## src/rtl/pib_map.vh

```
// constants for the pci side of the pci-to-isa bridge
`ifndef PIB_MAP_VH
`define PIB_MAP_VH
`define PIB_CMD_INTA 4'h0
`define PIB_CMD_IORD 4'h2
`define PIB_CMD_IOWR 4'h3
`define PIB_CMD_MEMRD 4'h6
`define PIB_CMD_MEMWR 4'h7
`define PIB_CMD_CFGRD 4'ha
`define PIB_CMD_CFGWR 4'hb
`define PIB_IO_LIMIT 32'h0001_0000
`define PIB_MEM_LIMIT 32'h0100_0000
`define PIB_BIOS_BASE 32'h000e_0000
`define PIB_BIOS_TOP 32'h0010_0000
`define PIB_K512 32'h0008_0000
`define PIB_K640 32'h000a_0000
`define PIB_K768 32'h000c_0000
`define PIB_K896 32'h000e_0000
`define PIB_K960 32'h000f_0000
`define PIB_M1 32'h0010_0000
`define PIB_ROM_SEC_LSB 14
`define PIB_FN_BRIDGE 3'h0
`define PIB_FN_IDE 3'h1
`define PIB_FRAME_CLKS 2'h2
`define PIB_INTA_COUNT 2'h2
`endif

```

## src/rtl/pib_isa_decode.v

```verilog
// isa address decoder: forward isa-originated memory cycles to pci or not
`timescale 1ns/1ns
`include "pib_map.vh"
module pib_isa_decode (
    input wire [31:0] addr,
    input wire [7:0] cfg_48,
    input wire [7:0] cfg_49,
    input wire [7:0] cfg_4a,
    input wire [7:0] cfg_4b,
    output reg to_pci
);
    // cfg_48: [0] 0-512k, [1] 512k-640k, [2] video, [3] lower bios
    // cfg_49: rom sections 768k-896k, one bit per 16k
    // cfg_4a: hole start in 1m units, cfg_4b: hole end (exclusive)
    wire [2:0] sec = addr[`PIB_ROM_SEC_LSB+2:`PIB_ROM_SEC_LSB];
    wire [7:0] mb = addr[27:20];
    always @* begin
        to_pci = 1'b0;
        if (addr >= `PIB_MEM_LIMIT)
            to_pci = 1'b1;
        else if (addr < `PIB_K512)
            to_pci = cfg_48[0];
        else if (addr < `PIB_K640)
            to_pci = cfg_48[1];
        else if (addr < `PIB_K768)
            to_pci = cfg_48[2];
        else if (addr < `PIB_K896)
            to_pci = cfg_49[sec];
        else if (addr < `PIB_K960)
            to_pci = cfg_48[3];
        else if (addr < `PIB_M1)
            to_pci = 1'b1;
        else
            to_pci = !(mb >= cfg_4a && mb < cfg_4b);
    end
endmodule

```

## src/rtl/pib_target_decode.v

```verilog
// pci target address decode: positive and subtractive claims
`timescale 1ns/1ns
`include "pib_map.vh"
module pib_target_decode (
    input wire [31:0] addr,
    input wire [3:0] cmd,
    input wire [15:0] reg_io_base,
    input wire [15:0] reg_io_mask,
    output reg claim_pos,
    output reg claim_sub
);
    wire is_io = cmd == `PIB_CMD_IORD || cmd == `PIB_CMD_IOWR;
    wire is_mem = cmd == `PIB_CMD_MEMRD || cmd == `PIB_CMD_MEMWR;
    always @* begin
        claim_pos = 1'b0;
        claim_sub = 1'b0;
        if (is_io && addr < `PIB_IO_LIMIT) begin
            claim_pos = (addr[15:0] & reg_io_mask) == reg_io_base;
            claim_sub = 1'b1;
        end
        if (is_mem && addr < `PIB_MEM_LIMIT) begin
            claim_pos = addr >= `PIB_BIOS_BASE && addr < `PIB_BIOS_TOP;
            claim_sub = 1'b1;
        end
    end
endmodule

```

## src/rtl/pib_pci_side.v

```verilog
// pci side of the pci-to-isa bridge: target path and single-cycle master path
// Function
// - target claims both i/o and memory transactions
// - target ends every burst after its first data phase
// - one interrupt acknowledge becomes two isa acknowledge cycles
// - subtractive claim only below 64k i/o and 16m memory
// - internal i/o and bios memory claimed positively, medium devsel
// - with hold granted, master path carries isa memory cycles to pci
// - with hold not granted, target forwards pci cycles to isa side
// - while hold granted, master drives ad, c/be and par
// - isa read or write not on isa starts frame and irdy
// - address and command in address phase, par one clock later
// - master never bursts; frame held exactly two clocks
// - decoder regions 0-512k, 512k-640k, video set by config 48h-4bh
// - 768k-896k rom in eight separately set 16k sections
// - lower bios 896k-960k separately configurable
// - configurable hole in 1m-16m is not forwarded
// - above 16m always forwarded to pci
// - bridge answers config as function 0, ide as function 1
`timescale 1ns/1ns
`include "pib_map.vh"
module pib_pci_side (
    input wire clk,
    input wire rst_n,
    input wire pci_hold_grant_ack_n,
    input wire frame_n_in,
    input wire irdy_n_in,
    input wire trdy_n_in,
    input wire idsel,
    input wire [31:0] ad_in,
    input wire [3:0] cbe_n_in,
    output reg [31:0] ad_out,
    output wire ad_oe,
    output reg [3:0] cbe_n_out,
    output wire cbe_oe,
    output reg par_out,
    output reg par_oe,
    output reg frame_n_out,
    output reg irdy_n_out,
    output wire master_oe,
    output reg devsel_n_out,
    output reg trdy_n_out,
    output reg stop_n_out,
    output wire target_oe,
    input wire [15:0] reg_io_base,
    input wire [15:0] reg_io_mask,
    input wire [7:0] cfg_48,
    input wire [7:0] cfg_49,
    input wire [7:0] cfg_4a,
    input wire [7:0] cfg_4b,
    output reg isa_req,
    output reg [31:0] isa_addr,
    output reg [3:0] isa_cmd,
    output reg [3:0] isa_be_n,
    output reg [31:0] isa_wdata,
    output reg [2:0] isa_func,
    output reg isa_inta_second,
    input wire isa_done,
    input wire [31:0] isa_rdata,
    input wire isa_mem_rd_n,
    input wire isa_mem_wr_n,
    input wire [31:0] isa_mst_addr,
    input wire [3:0] isa_mst_be_n,
    input wire [31:0] isa_mst_wdata,
    output reg isa_mst_done,
    output reg [31:0] isa_mst_rdata,
    output wire isa_mst_to_pci
);
    localparam T_IDLE = 3'h0;
    localparam T_DEC = 3'h1;
    localparam T_CLAIM = 3'h2;
    localparam T_ISA = 3'h3;
    localparam T_DATA = 3'h4;
    localparam T_TURN = 3'h5;
    localparam M_IDLE = 2'h0;
    localparam M_ADDR = 2'h1;
    localparam M_WAIT = 2'h2;
    localparam M_DONE = 2'h3;

    reg [2:0] tstate;
    reg [1:0] mstate;
    reg [31:0] t_addr;
    reg [3:0] t_cmd;
    reg t_cfg;
    reg [1:0] inta_left;
    reg [1:0] frame_cnt;
    reg pend_par;
    reg m_write;
    wire claim_pos;
    wire claim_sub;
    wire hold_ack = !pci_hold_grant_ack_n;
    wire is_cfg = t_cmd == `PIB_CMD_CFGRD || t_cmd == `PIB_CMD_CFGWR;
    wire is_inta = t_cmd == `PIB_CMD_INTA;
    wire is_wr = t_cmd[0];

    pib_target_decode u_tdec (
        .addr(t_addr),
        .cmd(t_cmd),
        .reg_io_base(reg_io_base),
        .reg_io_mask(reg_io_mask),
        .claim_pos(claim_pos),
        .claim_sub(claim_sub)
    );

    pib_isa_decode u_idec (
        .addr(isa_mst_addr),
        .cfg_48(cfg_48),
        .cfg_49(cfg_49),
        .cfg_4a(cfg_4a),
        .cfg_4b(cfg_4b),
        .to_pci(isa_mst_to_pci)
    );

    assign target_oe = tstate != T_IDLE && tstate != T_DEC;
    assign master_oe = mstate != M_IDLE;
    assign ad_oe = hold_ack || (tstate == T_DATA && !is_wr);
    assign cbe_oe = hold_ack;

    // target path, only while hold is not granted
    always @(posedge clk or negedge rst_n) begin
        if (!rst_n) begin
            tstate <= T_IDLE;
            t_addr <= 32'h0000_0000;
            t_cmd <= 4'h0;
            t_cfg <= 1'b0;
            inta_left <= 2'h0;
            devsel_n_out <= 1'b1;
            trdy_n_out <= 1'b1;
            stop_n_out <= 1'b1;
            isa_req <= 1'b0;
            isa_addr <= 32'h0000_0000;
            isa_cmd <= 4'h0;
            isa_be_n <= 4'hf;
            isa_wdata <= 32'h0000_0000;
            isa_func <= 3'h0;
            isa_inta_second <= 1'b0;
        end else begin
            isa_req <= 1'b0;
            case (tstate)
                T_IDLE: begin
                    if (!frame_n_in && !hold_ack) begin
                        t_addr <= ad_in;
                        t_cmd <= cbe_n_in;
                        t_cfg <= idsel;
                        tstate <= T_DEC;
                    end
                end
                T_DEC: begin
                    // one clock after address: medium devsel for positive decode
                    if (is_cfg && t_cfg && t_addr[1:0] == 2'h0
                            && t_addr[10:8] <= `PIB_FN_IDE) begin
                        devsel_n_out <= 1'b0;
                        tstate <= T_CLAIM;
                    end else if (is_inta || claim_pos) begin
                        devsel_n_out <= 1'b0;
                        tstate <= T_CLAIM;
                    end else if (claim_sub) begin
                        tstate <= T_CLAIM; // subtractive: devsel one clock later
                    end else begin
                        tstate <= T_IDLE;
                    end
                    inta_left <= `PIB_INTA_COUNT;
                end
                T_CLAIM: begin
                    devsel_n_out <= 1'b0;
                    if (!irdy_n_in) begin
                        isa_req <= 1'b1;
                        isa_addr <= t_addr;
                        isa_cmd <= t_cmd;
                        isa_be_n <= cbe_n_in;
                        isa_wdata <= ad_in;
                        isa_func <= is_cfg ? t_addr[10:8] : `PIB_FN_BRIDGE;
                        isa_inta_second <= 1'b0;
                        tstate <= T_ISA;
                    end
                end
                T_ISA: begin
                    if (isa_done) begin
                        if (is_inta && inta_left != 2'h1) begin
                            // second acknowledge returns the vector
                            inta_left <= inta_left - 2'h1;
                            isa_req <= 1'b1;
                            isa_inta_second <= 1'b1;
                        end else begin
                            trdy_n_out <= 1'b0;
                            stop_n_out <= frame_n_in;
                            tstate <= T_DATA;
                        end
                    end
                end
                T_DATA: begin
                    trdy_n_out <= 1'b1;
                    if (frame_n_in) begin
                        devsel_n_out <= 1'b1;
                        stop_n_out <= 1'b1;
                        tstate <= T_TURN;
                    end else begin
                        stop_n_out <= 1'b0;
                    end
                end
                T_TURN: begin
                    tstate <= T_IDLE;
                end
                default: begin
                    tstate <= T_IDLE;
                end
            endcase
        end
    end

    // master path: one address phase, one data phase, never a burst
    always @(posedge clk or negedge rst_n) begin
        if (!rst_n) begin
            mstate <= M_IDLE;
            frame_n_out <= 1'b1;
            irdy_n_out <= 1'b1;
            frame_cnt <= 2'h0;
            ad_out <= 32'h0000_0000;
            cbe_n_out <= 4'hf;
            pend_par <= 1'b0;
            par_out <= 1'b0;
            par_oe <= 1'b0;
            m_write <= 1'b0;
            isa_mst_done <= 1'b0;
            isa_mst_rdata <= 32'h0000_0000;
        end else begin
            isa_mst_done <= 1'b0;
            par_oe <= hold_ack;
            par_out <= ^{ad_out, cbe_n_out};
            pend_par <= 1'b0;
            // read data must already stand in the clock where trdy is low,
            // so it is loaded at the same edge that lowers trdy
            if (tstate == T_ISA && isa_done && !is_wr && !hold_ack)
                ad_out <= isa_rdata;
            case (mstate)
                M_IDLE: begin
                    if (hold_ack && isa_mst_to_pci
                            && (!isa_mem_rd_n || !isa_mem_wr_n)) begin
                        m_write <= !isa_mem_wr_n;
                        ad_out <= isa_mst_addr;
                        cbe_n_out <= isa_mem_wr_n ? `PIB_CMD_MEMRD : `PIB_CMD_MEMWR;
                        frame_n_out <= 1'b0;
                        frame_cnt <= `PIB_FRAME_CLKS;
                        mstate <= M_ADDR;
                    end
                end
                M_ADDR: begin
                    irdy_n_out <= 1'b0;
                    cbe_n_out <= isa_mst_be_n;
                    ad_out <= m_write ? isa_mst_wdata : ad_out;
                    pend_par <= 1'b1;
                    frame_cnt <= frame_cnt - 2'h1;
                    mstate <= M_WAIT;
                end
                M_WAIT: begin
                    if (frame_cnt == 2'h1)
                        frame_n_out <= 1'b1;
                    frame_cnt <= 2'h0;
                    if (!trdy_n_in) begin
                        isa_mst_rdata <= ad_in;
                        irdy_n_out <= 1'b1;
                        frame_n_out <= 1'b1;
                        mstate <= M_DONE;
                    end
                end
                M_DONE: begin
                    isa_mst_done <= 1'b1;
                    if (isa_mem_rd_n && isa_mem_wr_n)
                        mstate <= M_IDLE;
                end
                default: begin
                    mstate <= M_IDLE;
                end
            endcase
        end
    end
endmodule

```

## config.mk

```make
export PLATFORM = sky130hd
export DESIGN_NAME = pib_pci_side
export DESIGN_NICKNAME = d
export VERILOG_FILES = /design/src/rtl/pib_isa_decode.v /design/src/rtl/pib_target_decode.v /design/src/rtl/pib_pci_side.v
export VERILOG_INCLUDE_DIRS = /design/src /design/src/rtl
export SDC_FILE = /design/constraint.sdc
export NUM_CORES = 1
export LEC_CHECK = 0
export BUFFER_PORTS_ARGS = -buffer_cell sky130_fd_sc_hd__buf_2
export CORE_ASPECT_RATIO = 0.7
export CORE_MARGIN = 1.5
export CORE_UTILIZATION = 40
export DETAILED_ROUTE_END_ITERATION = 6
export PLACE_DENSITY = 0.67
export SYNTH_ARGS = -nofsm -noshare
export SYNTH_HDL_FRONTEND = slang
export SYNTH_SLANG_ARGS = --single-unit
```

## constraint.sdc

```tcl
create_clock -name clk -period 4 [get_ports clk]
set_clock_uncertainty 0.05 [all_clocks]
set_input_delay 0.8 -clock clk [delete_from_list [all_inputs] [get_ports clk]]
set_output_delay 0.8 -clock clk [all_outputs]
set_load 0.02 [all_outputs]
```

==> qor.txt <==
Synth-to-Final Area Change: 27.49%
Critical path arrival: 2650 ps
Worst-Margin Slew: 1053 ps
WHS: 358.2 ps
Largest stage delay on the critical path: 390 ps
Unrepaired setup endpoints after global routing: false
Synth area leaders: dfrtp_1 46%, mux2_2 12%, nand2_1 9.3%, xnor2_1 4.1%, a21oi_1 4.0%
Slew headroom: 29.80%
Routability congestion estimate: 0.9305
Routed via count: 9017
Warnings, synthesis: 0
1st-pass router iterations: 5
Syn Inst Count: 1007
First-pass GRT wire length: 49470 um
EDFF count, synth: 0
Worst path cell trace: buf_2, ha_1, a211o_1, a31oi_1, o221ai_1, a211o_1, nor2_2, inv_1, buf_2
#FFs+latches synth: 200
Outcome: finished clean
Top Ports: 368
Pre-CTS WS: 490.3 ps
Post-Syn Area: 0.01007 mm2
Share of layout cells above drive strength 1: 40.00%
Crit-path slowest cell: a211o_1
Met3 GRT Util: 6.242%
Clk_lat worst skew: 430 ps
Vias per cell: 5.345
Fill cell count: 2309
Fraction of registers with async set/reset: 100.0%
DR DRC count: 0
Power per cell area: 865.3 mW/mm2
Max-slew violations: 0
Max Cap Violations: 0
1st-iter DRT viols: 691
CP required: 3150 ps
Port Buf Inserts: 363
Largest net degree at the start of global routing: 89
Setup Crit Path Kind: input port to primary output
Detail Placement HPWL: 23290 um
Final period util: 87.47%
Most Used Layer, Global Route: met1
Nets: 1579
WL per Instance: 19.17 um
Area leader, netlist: dfrtp_1
Post-CTS repair timing setup buffer count: 0
CTS Hold Bufs: 0
# rows: 48
Core Area: 0.02468 mm2
Most common cell after layout, fill and taps aside: buf_2
Delay-heaviest family, CP: compound AO/OA/AOI/OAI gates
Seq/Total Area, Yosys: 49.86%
Buf/Inv on CP: 3
Post-synth top area share: 46.47%
Sink Count: 200
Die W: 192.7 um
Final hold viol count: 0
Mean Syn Cell Area: 10.00 um2
Crit Path Max Fanout: 4
Die Span Y: 135.8 um
Max clock buf depth: 2
CP startpoint kind: input port
Die ar.: 0.02615 mm2
Critical path endpoint category: primary output
Met2 usage: 35.72%
Grt ovf: 0
Routed WL: 32340 um
Most frequent cells in the layout: 362 x buf_2, 249 x nand2_1, 187 x dfrtp_1, 104 x mux2_2, 80 x a21oi_1
Fin crit period: 3499 ps
Setup TNS: 0 ps
Post-DRT Antenna Nets: 0
Peak supply drop: 0.0006393 V
Initial antenna violation count: 2
Effective utilization at floorplan: 40.80%
Worst Slack Setup Final: 501.0 ps
Post-cts resize count: 0
Setup violators final: 0
Met1 Use GR: 36.14%
Syn_nets: 1238
Fmax: 285.8 MHz
Root Driver: clkbuf_16
Main synth FF type: dfrtp_1
Num CTS Buffers: 17
HP Class: input port to asynchronous set/reset pin
Netlist cell types: 54
CTS tree: yes
GRT Util Overall: 24.61%
Leakage: 0.006282 uW
CTS clk-pin slew, worst paths: 80 ps
Vias in the first global route: 8733
Htree depth: 4
## Yosys cell counts, drive strengths merged, types with 2 or more instances
library cell and count:
nand2 249, dfrtp 187, mux2 106, a21oi 80, clkbuf 47, xnor2 47, o22ai 34, or3 34
o221ai 33, inv 29, ha 21, nor2 21, buf 14, dfstp 13, o21ai 12, nand3 7
nor4 7, nor2b 5, nor3 5, or4 5, a31oi 4, xor2 4, a211o 3, a22o 3
nand2b 3, o22a 3, a211oi 2, a21boi 2, mux2i 2, mux4 2, nand4 2, nor4b 2
o211ai 2, o21a 2, o2bb2ai 2, o31ai 2
## kinds of logic after synthesis
logic type / Yosys count / share of synthesized area [%]
compound gates: 191 / 12.18
flops: 200 / 49.86
buf+inv: 90 / 3.466
simple gates: 344 / 14.81
fa+ha+maj: 21 / 2.609
mux: 110 / 12.65
xor+xnor: 51 / 4.435
## final timing paths
check / startpoint / slack [ps] / cells after the start / end
max in group asynchronous: rst_n / 2610 / 2 / t_addr[6]
min in group clk: isa_be_n[2] / 410 / 2 / isa_be_n[2]
hold reg to reg: isa_be_n[2] / 410 / 2 / isa_be_n[2]
hold / removal: rst_n / 360 / 1 / isa_mst_rdata[20]
setup reg to reg: tstate[2] / 1500 / 7 / ad_out[7]
setup / recovery: isa_mst_addr[22] / 500 / 9 / isa_mst_to_pci
## cell type report
cell class,instances,area (um2),share of cell area (%)
multi-input combinational,717,4728,36.83
antenna,2,5.005,0.03898
sequential,200,5021,39.11
timing repair buffer,383,2001,15.58
clock inverter,12,116.4,0.9063
tap,325,406.6,3.167
inverter,29,108.9,0.8478
clock buffer,19,452.9,3.528
## worst reg2reg max path: cells and delay by family (launching register included)
kind	cells	cell delay [ps]
compound gates	2	290
buf+inv	2	550
flops	1	490
mux	1	400
simple gates	2	600
## power by group
group	leakage (uW)	internal (uW)	switching (uW)
Sequential	0.00242	3050	790
Clock	0.000274	851	832
Combinational	0.00359	2380	3200
## metal layers
| metal | up-vias | part of all wire [%] | wire length [um] |
|---|---|---|---|
| met3 | 44 | 7.7 | 2481 |
| met2 | 332 | 45 | 14440 |
| li1 | 4213 | - | - |
| met5 | - | 0 | 0 |
| met4 | 0 | 1.9 | 623 |
| met1 | 4428 | 46 | 14790 |
## sequential cells by signal, summed over array words and instances (netlist names), 4 cells and up
| register | count |
|---|---|
| ad_out | 32 |
| cbe_n_out | 4 |
| isa_addr | 32 |
| isa_be_n | 4 |
| isa_cmd | 4 |
| isa_mst_rdata | 32 |
| isa_wdata | 32 |
| t_addr | 32 |
| t_cmd | 4 |
## stage by stage
step / utilization (%) / power [uW] / instances / instance area, um2
2_1_floorplan: - / 7593 / 1007 / 10070
3_3_place_gp: 49.69 / 9308 / 1654 / 12270
3_5_place_dp: 49.69 / 9443 / 1654 / 12270
4_1_cts: 52.00 / 11170 / 1685 / 12830
5_1_grt: 52.01 / 11870 / 1686 / 12840
6_report: 52.02 / 11110 / 1687 / 12840
No activity file was read; power rests on OpenSTA's default activity.
